**src/core/wdog_pkg.sv**
```systemverilog
// Purpose: Shared constants and types for the watchdog status register block.
// Assumes: One 100 MHz clock and byte-wide register frames.
// Notes:   Offsets are byte addresses in the device register space.
package wdog_pkg;

    // Register offsets.
    localparam logic [7:0] OFS_WD_SETUP  = 8'h13;
    localparam logic [7:0] OFS_WD_TIMING = 8'h14;
    localparam logic [7:0] OFS_KICK      = 8'h15;
    localparam logic [7:0] OFS_QA_SETUP  = 8'h2D;
    localparam logic [7:0] OFS_QA_RESP   = 8'h2E;
    localparam logic [7:0] OFS_QA_CHAL   = 8'h2F;
    localparam logic [7:0] OFS_XCVR      = 8'h40;
    localparam logic [7:0] OFS_IRQ_SUM   = 8'h50;

    // Field positions (low bit of each field).
    localparam int unsigned POS_STYLE    = 6;
    localparam int unsigned POS_SCALE    = 4;
    localparam int unsigned POS_ERRSET   = 2;
    localparam int unsigned POS_WDOG_ON  = 0;
    localparam int unsigned POS_DURATION = 5;
    localparam int unsigned POS_FAULTCNT = 1;
    localparam int unsigned POS_RESPGEN  = 6;
    localparam int unsigned POS_POLY     = 4;
    localparam int unsigned POS_SEED     = 0;
    localparam int unsigned POS_RESPERR  = 6;
    localparam int unsigned POS_RESPCNT  = 4;
    localparam int unsigned POS_CHAL     = 0;

    // Reset and load values.
    localparam logic [7:0] RST_WD_SETUP   = 8'h54;
    localparam logic [2:0] RST_DURATION   = 3'h0;
    localparam logic [3:0] RST_FAULT_CNT  = 4'h1;
    localparam logic [3:0] FAULT_CNT_MAX  = 4'hF;
    localparam logic [7:0] RST_QA_SETUP   = 8'h00;
    localparam logic [3:0] RST_SEED_EFF   = 4'h5;
    localparam logic [3:0] CHAL_ON_ENABLE = 4'hC;
    localparam logic [1:0] RESP_CNT_START = 2'h3;
    localparam logic [7:0] KICK_BYTE      = 8'hFF;
    localparam logic [7:0] RST_BYTE       = 8'h00;

    // Timing: one watchdog tick per microsecond, sixteen ticks per duration step.
    localparam int unsigned CLK_PERIOD_NS = 10;
    localparam int unsigned TICK_TIME_US  = 1;
    localparam int unsigned TICK_CYCLES   = (TICK_TIME_US * 1000) / CLK_PERIOD_NS;
    localparam int unsigned BASE_TICKS    = 16;

    typedef enum logic [1:0] {
        STYLE_AUTO    = 2'b00,
        STYLE_TIMEOUT = 2'b01,
        STYLE_WINDOW  = 2'b10,
        STYLE_QA      = 2'b11
    } wdog_style_t;

    typedef enum logic {
        WD_IDLE = 1'b0,
        WD_RUN  = 1'b1
    } wdog_state_t;

    typedef struct packed {
        logic canActive;
        logic busQuiet;
        logic txLowBlock;
    } xcvr_status_t;

    typedef struct packed {
        logic [7:0] grp1;
        logic [7:0] grp2;
        logic [7:0] grp3;
        logic [7:0] busFault;
    } irq_groups_t;

    typedef struct packed {
        logic [7:0] addr;
        logic       wrEn;
        logic       rdEn;
        logic [7:0] wrData;
    } reg_req_t;

endpackage : wdog_pkg

```
**src/core/qa_watchdog_status_regs.sv**
```systemverilog
// Purpose: Watchdog timer with question-and-answer checking, transceiver status
//          and interrupt summary registers.
// Assumes: Register frames arrive already decoded as one-cycle address strobes.
// Notes:   Read data appears one cycle after the read strobe.
//
// Contract
// - Three-bit duration field, bits 7-5, reset zero.
// - Read-only fault counter bits 4-1, resets one.
// - Kick byte FFh restarts timer when permitted.
// - QA setup fields 7-6, 5-4, 3-0, writable.
// - Seed loads into generator only while idle.
// - Seed reads zero, effective 101b until written.
// - Host writes full answer byte, checked.
// - Answer error flag bit 6, write-one clears.
// - Answer counter bits 5-4, three on enable.
// - Question bits 3-0, reads C on enable.
// - Bit 0 shows transmit-low blocking active mode.
// - Status at 40h: active bit 3, quiet 2.
// - Summary at 50h, bits 7-3 OR flags.
// - Bit 7 all, bits 6-3 per group.
// - Watchdog runs only when enable bit set.
// - Prescaler codes give factor one to four.
// - Style codes auto, timeout, window, QA.
`timescale 1ns/10ps
module qa_watchdog_status_regs #(
    parameter int unsigned TICK_DIV   = wdog_pkg::TICK_CYCLES,
    parameter int unsigned STEP_TICKS = wdog_pkg::BASE_TICKS
) (
    input  wire logic                   clk_sys,
    input  wire logic                   rst,
    input  wire wdog_pkg::reg_req_t     regReq,
    input  wire wdog_pkg::xcvr_status_t xcvrIn,
    input  wire wdog_pkg::irq_groups_t  irqIn,
    output logic [7:0]                  regRdData,
    output logic                        regRdValid,
    output logic                        wdogFaultPulse,
    output logic                        wdogRunning
);
    import wdog_pkg::*;

    // Write decode, used for every writable register.
    function automatic logic wrHit(input reg_req_t q, input logic [7:0] ofs);
        wrHit = q.wrEn && (q.addr == ofs);
    endfunction : wrHit

    // Next value of the question generator for the selected polynomial.
    function automatic logic [3:0] lfsrStep(input logic [3:0] v, input logic [1:0] sel);
        logic [3:0] taps;
        logic [3:0] nv;
        taps = (sel == 2'h0) ? 4'h9 : (sel == 2'h1) ? 4'hC : (sel == 2'h2) ? 4'h3 : 4'hA;
        nv   = {v[2:0], ^(v & taps)};
        // An all-zero state would lock the generator, so it is steered away.
        lfsrStep = (nv == 4'h0) ? 4'h1 : nv;
    endfunction : lfsrStep

    // Expected answer for a question and the answer still outstanding.
    function automatic logic [7:0] answerFor(input logic [3:0] chal, input logic [1:0] cnt,
                                             input logic [1:0] gen);
        answerFor = {(~chal) ^ {gen, cnt}, chal};
    endfunction : answerFor

    // Configuration and state registers.
    wdog_style_t wdogStyle_r;
    logic [1:0]  wdogScale_r;
    logic [1:0]  errCntSet_r;
    logic        wdogOn_r;
    logic [2:0]  durSel_r;
    logic [3:0]  faultCnt_r;
    logic [1:0]  respGen_r;
    logic [1:0]  polySel_r;
    logic [3:0]  seedShown_r;
    logic [3:0]  seedEff_r;
    logic [7:0]  respByte_r;
    logic        respFault_r;
    logic [1:0]  respCnt_r;
    logic [3:0]  challenge_r;
    logic [3:0]  lfsr_r;
    wdog_state_t state_r;
    logic [15:0] tickDiv_r;
    logic [11:0] tickCnt_r;
    xcvr_status_t xcvr_r;
    logic [7:0]  irqSum_r;
    logic [7:0]  regRdData_r;
    logic        regRdValid_r;
    logic        wdogFault_r;

    // Next values.
    logic [15:0] tickDiv_nxt;
    logic [11:0] tickCnt_nxt;
    wdog_state_t state_nxt;
    logic [3:0]  faultCnt_nxt;
    logic        respFault_nxt;
    logic [1:0]  respCnt_nxt;
    logic [3:0]  challenge_nxt;
    logic [3:0]  lfsr_nxt;
    logic [7:0]  irqSum_nxt;
    logic [7:0]  regRdData_nxt;

    // Decoded strobes.
    wire wrSetup  = wrHit(regReq, OFS_WD_SETUP);
    wire wrTiming = wrHit(regReq, OFS_WD_TIMING);
    wire wrKick   = wrHit(regReq, OFS_KICK);
    wire wrQaSet  = wrHit(regReq, OFS_QA_SETUP);
    wire wrResp   = wrHit(regReq, OFS_QA_RESP);
    wire wrChal   = wrHit(regReq, OFS_QA_CHAL);

    // Run state follows the enable bit; idle is the generator's reset state.
    wire running  = (state_r == WD_RUN);
    wire enterRun = (state_r == WD_IDLE) && wdogOn_r;
    assign state_nxt = wdogOn_r ? WD_RUN : WD_IDLE;

    // Period length in ticks: duration step times prescale factor.
    wire [11:0] durTerm   = 12'(durSel_r) + 12'h001;
    wire [11:0] scaleTerm = 12'(wdogScale_r) + 12'h001;
    wire [11:0] limit     = 12'(durTerm * scaleTerm * 12'(STEP_TICKS));
    wire [11:0] halfLimit = {1'b0, limit[11:1]};

    // Tick divider gives a one-cycle enable for the period counter.
    wire tickPulse = (tickDiv_r == 16'(TICK_DIV - 1));
    assign tickDiv_nxt = (!running || tickPulse) ? 16'h0000 : tickDiv_r + 16'h0001;

    // Service and fault events.
    wire qaStyle    = (wdogStyle_r == STYLE_QA);
    wire kickWr     = wrKick && running && !qaStyle
                      && (regReq.wrData == KICK_BYTE);
    wire earlyKick  = kickWr && (wdogStyle_r == STYLE_WINDOW)
                      && (tickCnt_r < halfLimit);
    wire goodKick   = kickWr && !earlyKick;
    wire expired    = running && tickPulse && (tickCnt_r >= limit - 12'h001);
    wire answerWr   = wrResp && running && qaStyle;
    wire answerOk   = regReq.wrData == answerFor(challenge_r, respCnt_r, respGen_r);
    wire badAnswer  = answerWr && !answerOk;
    wire lastGood   = answerWr && answerOk && (respCnt_r == 2'h0);
    wire faultEvt   = expired || earlyKick || badAnswer;
    wire restart    = goodKick || lastGood || expired || earlyKick;

    // Period counter restarts on service, on expiry or on an early kick (not on a wrong answer), never runs when idle.
    assign tickCnt_nxt = (!running || restart) ? 12'h000 :
                         tickPulse ? tickCnt_r + 12'h001 : tickCnt_r;

    // Fault counter counts up and holds at its ceiling.
    assign faultCnt_nxt = (faultEvt && (faultCnt_r != FAULT_CNT_MAX)) ?
                          faultCnt_r + 4'h1 : faultCnt_r;

    // A new answer error wins over a clear in the same cycle.
    assign respFault_nxt = badAnswer ? 1'b1 :
                           (wrChal && regReq.wrData[POS_RESPERR]) ? 1'b0 :
                           respFault_r;

    // Answer counter counts down per good answer and reloads after the last.
    assign respCnt_nxt = enterRun ? RESP_CNT_START :
                         !running ? respCnt_r :
                         (answerWr && answerOk) ?
                         ((respCnt_r == 2'h0) ? RESP_CNT_START : respCnt_r - 2'h1) :
                         respCnt_r;

    // Question shows C on enable, then takes the generator value per round.
    assign challenge_nxt = enterRun ? CHAL_ON_ENABLE :
                           lastGood ? lfsr_r : challenge_r;

    // The generator takes the seed only while idle, so a seed write in operation
    // cannot disturb a round in progress.
    assign lfsr_nxt = !running ? seedEff_r :
                      lastGood ? lfsrStep(lfsr_r, polySel_r) : lfsr_r;

    // Interrupt summary: one bit per group and one for everything.
    wire sumG1 = |irqIn.grp1;
    wire sumG2 = |irqIn.grp2;
    wire sumG3 = |irqIn.grp3;
    wire sumBf = |irqIn.busFault;
    assign irqSum_nxt = {sumG1 | sumG2 | sumG3 | sumBf,
                         sumG1, sumG2, sumG3, sumBf, 3'b000};

    // Read images of each register; reserved bits read as zero.
    wire [7:0] imgSetup  = {wdogStyle_r, wdogScale_r, errCntSet_r, 1'b0, wdogOn_r};
    wire [7:0] imgTiming = {durSel_r, faultCnt_r, 1'b0};
    wire [7:0] imgQaSet  = {respGen_r, polySel_r, seedShown_r};
    wire [7:0] imgChal   = {1'b0, respFault_r, respCnt_r, challenge_r};
    wire [7:0] imgXcvr   = {4'h0, xcvr_r.canActive, xcvr_r.busQuiet,
                            1'b0, xcvr_r.txLowBlock};

    // Read selection; the kick register always reads zero, unmapped reads zero.
    assign regRdData_nxt = (regReq.addr == OFS_WD_SETUP)  ? imgSetup  :
                           (regReq.addr == OFS_WD_TIMING) ? imgTiming :
                           (regReq.addr == OFS_QA_SETUP)  ? imgQaSet  :
                           (regReq.addr == OFS_QA_RESP)   ? respByte_r :
                           (regReq.addr == OFS_QA_CHAL)   ? imgChal   :
                           (regReq.addr == OFS_XCVR)      ? imgXcvr   :
                           (regReq.addr == OFS_IRQ_SUM)   ? irqSum_r  : RST_BYTE;

    // Watchdog setup register: style, prescale, error threshold, enable.
    always_ff @(posedge clk_sys) begin
        if (rst) begin
            wdogStyle_r <= wdog_style_t'(RST_WD_SETUP[POS_STYLE +: 2]);
            wdogScale_r <= RST_WD_SETUP[POS_SCALE +: 2];
            errCntSet_r <= RST_WD_SETUP[POS_ERRSET +: 2];
            wdogOn_r    <= RST_WD_SETUP[POS_WDOG_ON];
        end else if (wrSetup) begin
            wdogStyle_r <= wdog_style_t'(regReq.wrData[POS_STYLE +: 2]);
            wdogScale_r <= regReq.wrData[POS_SCALE +: 2];
            errCntSet_r <= regReq.wrData[POS_ERRSET +: 2];
            wdogOn_r    <= regReq.wrData[POS_WDOG_ON];
        end
    end

    // Duration field is software writable; the fault counter is not.
    always_ff @(posedge clk_sys) begin
        if (rst) begin
            durSel_r   <= RST_DURATION;
            faultCnt_r <= RST_FAULT_CNT;
        end else begin
            if (wrTiming) begin
                durSel_r <= regReq.wrData[POS_DURATION +: 3];
            end
            faultCnt_r <= faultCnt_nxt;
        end
    end

    // QA setup; the effective seed differs from the shown one until written.
    always_ff @(posedge clk_sys) begin
        if (rst) begin
            respGen_r   <= RST_QA_SETUP[POS_RESPGEN +: 2];
            polySel_r   <= RST_QA_SETUP[POS_POLY +: 2];
            seedShown_r <= RST_QA_SETUP[POS_SEED +: 4];
            seedEff_r   <= RST_SEED_EFF;
        end else if (wrQaSet) begin
            respGen_r   <= regReq.wrData[POS_RESPGEN +: 2];
            polySel_r   <= regReq.wrData[POS_POLY +: 2];
            seedShown_r <= regReq.wrData[POS_SEED +: 4];
            seedEff_r   <= regReq.wrData[POS_SEED +: 4];
        end
    end

    // The last answer byte is kept so that software can read it back.
    always_ff @(posedge clk_sys) begin
        if (rst) begin
            respByte_r <= RST_BYTE;
        end else if (wrResp) begin
            respByte_r <= regReq.wrData;
        end
    end

    // Watchdog run state, timer and question machinery.
    always_ff @(posedge clk_sys) begin
        if (rst) begin
            state_r     <= WD_IDLE;
            tickDiv_r   <= 16'h0000;
            tickCnt_r   <= 12'h000;
            respFault_r <= 1'b0;
            respCnt_r   <= 2'h0;
            challenge_r <= 4'h0;
            lfsr_r      <= RST_SEED_EFF;
        end else begin
            state_r     <= state_nxt;
            tickDiv_r   <= tickDiv_nxt;
            tickCnt_r   <= tickCnt_nxt;
            respFault_r <= respFault_nxt;
            respCnt_r   <= respCnt_nxt;
            challenge_r <= challenge_nxt;
            lfsr_r      <= lfsr_nxt;
        end
    end

    // Transceiver status follows its inputs, one cycle late.
    always_ff @(posedge clk_sys) begin
        if (rst) begin
            xcvr_r <= '0;
        end else begin
            xcvr_r <= xcvrIn;
        end
    end

    // Summary is registered so reads never see a half-updated group.
    always_ff @(posedge clk_sys) begin
        if (rst) begin
            irqSum_r <= RST_BYTE;
        end else begin
            irqSum_r <= irqSum_nxt;
        end
    end

    // Read data and status outputs, all from flip-flops.
    always_ff @(posedge clk_sys) begin
        if (rst) begin
            regRdData_r  <= RST_BYTE;
            regRdValid_r <= 1'b0;
            wdogFault_r  <= 1'b0;
        end else begin
            regRdData_r  <= regReq.rdEn ? regRdData_nxt : regRdData_r;
            regRdValid_r <= regReq.rdEn;
            wdogFault_r  <= faultEvt;
        end
    end

    assign regRdData      = regRdData_r;
    assign regRdValid     = regRdValid_r;
    assign wdogFaultPulse = wdogFault_r;
    assign wdogRunning    = (state_r == WD_RUN);

endmodule : qa_watchdog_status_regs

```
**config.mk**
```make
export PLATFORM = sky130hd
export DESIGN_NAME = qa_watchdog_status_regs
export DESIGN_NICKNAME = d
export VERILOG_FILES = /design/src/core/wdog_pkg.sv /design/src/core/qa_watchdog_status_regs.sv
export SDC_FILE = /design/constraint.sdc
export NUM_CORES = 1
export LEC_CHECK = 0
export ABC_AREA = 1
export CORE_MARGIN = 4
export CORE_UTILIZATION = 30
export DETAILED_ROUTE_END_ITERATION = 12
export DONT_BUFFER_PORTS = 1
export SLEW_MARGIN = 30
export SYNTH_ARGS = -nofsm -noshare
export SYNTH_HDL_FRONTEND = slang
export SYNTH_SLANG_ARGS = --single-unit
```
**constraint.sdc**
```tcl
create_clock -name clk_sys -period 3.97 [get_ports clk_sys]
set_input_delay 0.397 -clock clk_sys [delete_from_list [all_inputs] [get_ports clk_sys]]
set_output_delay 0.397 -clock clk_sys [all_outputs]
set_load 0.05 [all_outputs]
```
# After elaboration in Yosys (flattened, before gate mapping)
# Index checks and enable logic that the tools add are counted.
# Widths: inputs -> output; s select.
# word_totals
elab_cells	132
ff_bits	95
in_bits	55
out_inout_bits	11
# classes
magnitude_cmp	2
bitwise	7
addsub	7
n_mul	1
n_mux	22
reduce_logical	49
eq_ne	17
# ops
cell	count
$mux 8	7
$mux 4	8
$reduce_or 8->1	4
$eq 8x5->1 const B	3
$eq 8x6->1 const B	3
$logic_and 1x1->1	22
$add 16x1->16 const B	1
$eq 16x7->1 const B	1
$eq 8x7->1 const B	2
$add 12x1->12 const B	1
$ge 12x12->1	1
$lt 12x10->1	1
$sub 11x1->12 const B	1
$eq 8x8->1	1
$eq 8x8->1 const B	1
$mux 2	4
$reduce_bool 2->1	4
$logic_or 1x1->1	7
$mul 4x3->7	1
$eq 2x2->1 const B	3
$reduce_or 2->1	3
$add 3x1->4 const B	1
$add 4x1->4 const B	1
$and 4x4->4	1
other kinds (15)	23

# Longest topological paths before layout
# depth
depth_word	14
depth_mapped	24
mapped_depth_nobuf	24

# Worst setup path before layout
# OpenSTA, ideal clock, no wires.
# synth_path
path_type	flip-flop to flip-flop
start	register wdogScale_r[0]
end	register faultCnt_r[1]
period_less_slack_ns	3.756
setup_ns	0.113
arrival_ns	3.643
path_stages_with_launch	20
path_buffers	0
setup_slack_ns	0.214
cell_sequence	dfxtp_1 -> ha_1 -> inv_1 -> or2_2 -> fa_1 -> inv_1 -> fa_1 -> xor2_1 -> nor3_1 -> nand4_1 -> ha_1 -> a21oi_1 -> o21a_1 -> nand3_1 -> nand2_1 -> nand3_2 -> nand2_1 -> nand2_1 -> nand2_1 -> nor2_1
# synth_between
elab_chain_len	8
# synth_rtl
element	line	text
start, declared	qa_watchdog_status_regs.sv:64	logic [1:0] wdogScale_r;
start signal, assigned	qa_watchdog_status_regs.sv:195	wdogScale_r <= RST_WD_SETUP[POS_SCALE +: 2];
start signal, assigned	qa_watchdog_status_regs.sv:200	wdogScale_r <= regReq.wrData[POS_SCALE +: 2];
$add 2x1->3 *	qa_watchdog_status_regs.sv:114	wire [11:0] scaleTerm = 12'(wdogScale_r) + 12'h001;
$mul 4x3->7 *	qa_watchdog_status_regs.sv:115	wire [11:0] limit = 12'(durTerm * scaleTerm * 12'(STEP_TICKS));
$sub 11x1->12	qa_watchdog_status_regs.sv:129	wire expired = running && tickPulse && (tickCnt_r >= limit - 12'h001);
$ge 12x12->1	qa_watchdog_status_regs.sv:129	
$logic_and 1x1->1	qa_watchdog_status_regs.sv:129	
$logic_or 1x1->1 * (2 in a row)	qa_watchdog_status_regs.sv:134	wire faultEvt = expired || earlyKick || badAnswer;
$logic_and 1x1->1 *	qa_watchdog_status_regs.sv:142	assign faultCnt_nxt = (faultEvt && (faultCnt_r != FAULT_CNT_MAX)) ?
end signal, assigned	qa_watchdog_status_regs.sv:215	faultCnt_r <= faultCnt_nxt;
end, declared	qa_watchdog_status_regs.sv:68	logic [3:0] faultCnt_r;
# Mark *: on every way between the ends. The rest lies on a longest branch, timed or not.
# A chain may end at the register's enable or synchronous reset.

# Worst setup path in the final report
# layout_path
start	register durSel_r[0]
end	register tickCnt_r[4]
# layout_between
elab_chain_len	11
# layout_rtl
element	line	text
start, declared	qa_watchdog_status_regs.sv:67	logic [2:0] durSel_r;
start signal, assigned	qa_watchdog_status_regs.sv:213	durSel_r <= regReq.wrData[POS_DURATION +: 3];
$add 3x1->4 *	qa_watchdog_status_regs.sv:113	wire [11:0] durTerm = 12'(durSel_r) + 12'h001;
$mul 4x3->7 *	qa_watchdog_status_regs.sv:115	
parallel branches: the longest is 6 deep, another holds $sub 11x1->12	-	
$logic_or 1x1->1 *	qa_watchdog_status_regs.sv:135	wire restart = goodKick || lastGood || expired || earlyKick;
$logic_or 1x1->1 *	qa_watchdog_status_regs.sv:138	assign tickCnt_nxt = (!running || restart) ? 12'h000 :
$reduce_or 2->1 (no line) *	-	
end signal, assigned	qa_watchdog_status_regs.sv:256	tickCnt_r <= tickCnt_nxt;
end, declared	qa_watchdog_status_regs.sv:80	logic [11:0] tickCnt_r;
# Every way passes the cells marked *.

==> summary.md <==
| Metric | Value |
|---|---|
| Synth Instances | 780 |
| NumNets Final | 875 |
| Critical path endpoint category | flop |
| Layout area overhead | 15.8% |
| Util after Layout | 0.354 |
| Total power | 1900 uW |
| Core area | 0.0172 sq mm |
| Crit path kind | flop to flop |
| Warnings, synthesis | 0 |
| Share of the yosys chip area belonging to registers | 0.342 |
| Fin crit share | 0.948 |
| Gr usage total | 0.135 |
| CP max-delay cell | fa_1 |
| CP cell instances | ha_2 -> nand2_1 -> inv_1 -> fa_1 -> ha_2 -> fa_2 -> inv_2 -> nand3_2 -> nor3_2 -> xor2_1 -> ha_1 -> nand2_2 -> o21a_1 -> nand3_2 -> nand2_4 -> nand4_4 -> buf_12 -> nor3b_2 |
| Slew Viols, Final | 0 |
| Post-synth cell types | 41 |
| Initial antenna violation count | 0 |
| PwrDens | 312 mW/mm^2 |
| TritonCTS clock tree | yes |
| Worst-Skew Late Latency | 0.35 ns |
| R2R Path Start | durSel_r[0] |
| CP Launch Type | flop |
| DRC | 0 |
| RD Place Congestion | 0.902 |
| Crit path max fanout | 6 |
| Main flop type after synthesis | dfxtp_1 |
| Io pins | 66 |
| Synthesized area | 0.00527 sq mm |
| H-tree depth | 3 |
| FP Rows | 48 |
| Gr ovfl total | 0 |
| Maximum clock path buffer count | 2 |
| Mapped Nets | 864 |
| Total CTS buffers | 9 |
| Final wirelength | 13800 um |
| DIE AREA | 0.0197 sq mm |
| Post-synth ARST share | 0 |
| Per-cell routed wire length | 13.5 um |
| Maximum vdd drop | 0.150 mV |
| Count of final setup violators | 0 |
| Pre-antenna DRT Iters | 5 |
| Filler cells | 1838 |
| Worst Hold Class | primary input to flop |
| Antenna-violating nets left | 0 |
| First-pass GRT wire length | 22000 um |
| Layout Skew | 0.00673 ns |
| Fmax | 266 MHz |
| Fraction of final layout cells sized beyond drive strength 1 | 0.0992 |
| Maximum number of pins on one net before global-route repair | 33 |
| Post-DP HPWL | 10600 um |
| Hold Path Origin | rst |
| Sink Count | 90 |
| Design area | 0.00609 sq mm |
| Lkg Pwr | 0.00248 uW |
| Commonest non-fill, non-tap cells in the layout | 169 x nand2_1, 105 x inv_1, 86 x dfxtp_1, 81 x nor2_1, 66 x a21oi_1 |
| Final Hold Vio Count | 0 |
| Max Cap Viol | 0 |
| IO Port Bufs | 0 |
| CP max stage delay | 0.51 ns |
| Setup TNS | 0 ns |
| CP Data Required Time | 4.24 ns |
| CTS Root Cell | clkbuf_16 |
| Die X | 140 um |
| Reg clk slew, reported paths | 0.06 ns |
| Post-place setup slack | -0.112 ns |
| Worst Tran Pin Value | 0.540 ns |
| Max-slew headroom | 0.640 |
| Die Ht | 140 um |
| #FFs+latches synth | 90 |
| Via Count | 4989 |
| # diodes | 0 |
| Final setup margin | 0.207 ns |
| Status | finished, final reports clean |
| Initial DRC count | 320 |
| Most common cell after layout, fill and taps aside | nand2_1 |
| EDFF count, synth | 0 |
| Initial Utilization | 0.305 |
| Tmin final | 3.76 ns |
| Dpl cell area | 0.00558 sq mm |
| Synth Area per Inst | 6.75 sq um |
| Drt via density | 4.89 |
| Vias in the first global route | 4492 |
| WP data arrival | 4.04 ns |
| Crit. Startpoint | durSel_r[0] |
-- cell families (layout without fill, tap and decap cells) --
kind of cell    count (synthesis)  after routing  share of synthesized area
xor+xnor                       22             22                     0.0366
flops                          90             90                      0.342
fa+ha+maj                      29             29                     0.0732
simple gates                  384            384                      0.324
buf+inv                       128            144                     0.0929
compound gates                127            127                      0.131
-- flip-flops by register name, summed over array words and instances (netlist names), 2 cells and up --
name         flops
challenge_r      4
durSel_r         3
errCntSet_r      2
faultCnt_r       4
imgXcvr          3
irqSum_r         5
lfsr_r           4
polySel_r        2
regRdData        8
respByte_r       8
respCnt_r        2
respGen_r        2
seedEff_r        2
seedShown_r      4
tickCnt_r       12
tickDiv_r       16
wdogScale_r      2
wdogStyle_r      2
-- final timing paths --
kind | cells after the start | to | slack [ns]
min | 1 | regRdData[2] | 0.11
min reg2reg | 1 | tickDiv_r[0] | 0.45
max reg2reg | 18 | tickCnt_r[4] | 0.21
max | 18 | tickCnt_r[4] | 0.21
-- per-layer routing --
metal  global-route usage  vias up  wire length [um]
li1                     -     2581                 -
met1                0.183     2291              6420
met2                0.214       99              6450
met3               0.0253       18               647
met4               0.0500        0               291
met5                    0        -                 0
-- worst max-delay path, delay by kind of cell, from the launching register on --
| family | cells | cell delay, ns |
|---|---|---|
| simple gates | 8 | 0.95 |
| xor+xnor | 1 | 0.17 |
| compound gates | 1 | 0.12 |
| flops | 1 | 0.37 |
| buf+inv | 3 | 0.31 |
| fa+ha+maj | 5 | 1.77 |
-- through the flow --
| stage | hold slack [ns] | instances |
|---|---|---|
| floorplan | 0.418 | 780 |
| global placement | 0.430 | 1002 |
| detailed placement | 0.440 | 1002 |
| CTS | 0.102 | 1018 |
| global route | 0.103 | 1021 |
| finish | 0.115 | 1021 |
-- synthesized netlist by cell type (2+ instances only) --
cell	count	area share
ha_1	26	0.062
nand2_1	174	0.12
and2_1	4	0.0048
a21oi_1	67	0.064
nand4_2	2	0.0048
o21a_1	2	0.0029
fa_1	3	0.011
nor2_2	2	0.0024
nand3_2	2	0.0038
o22ai_1	5	0.0059
nor3_1	24	0.023
nor4_1	10	0.012
o21ai_1	3	0.0029
xnor2_1	8	0.013
clkbuf_1	9	0.0064
dfxtp_1	90	0.34
nor2_1	82	0.058
o21ai_0	35	0.033
inv_2	4	0.0029
or2_2	5	0.0059
nand3_1	56	0.053
nand4_1	16	0.019
o211ai_1	7	0.010
xor2_1	14	0.023
buf_2	4	0.0038
inv_1	109	0.078
a41oi_1	2	0.0033
nor3_2	2	0.0038
-- power breakdown --
| group | leakage [uW] | internal, uW | switching, uW |
|---|---|---|---|
| clock network | 0.000153 | 557 | 376 |
| registers | 0.000730 | 909 | 8.54 |
| logic | 0.00160 | 17.5 | 33.5 |
| total | 0.00248 | 1480 | 418 |
-- final cells by class --
| cell class | count | area, sq um | area share |
|---|---|---|---|
| clock buffer | 9 | 225 | 0.0370 |
| clock inverter | 7 | 101 | 0.0166 |
| inverter | 114 | 428 | 0.0702 |
| multi-input combinational | 562 | 3120 | 0.511 |
| sequential | 90 | 1810 | 0.296 |
| tap | 225 | 282 | 0.0462 |
| timing repair buffer | 14 | 135 | 0.0222 |
-- timing repair --
item	CTS	global route
endpoints found under the setup margin	15	17
cloned	0	1
buffers inserted	0	2
hold buffers	0	0
pin swaps	2	15
gates resized for setup	4	33
No activity file was read; power rests on OpenSTA's default activity.
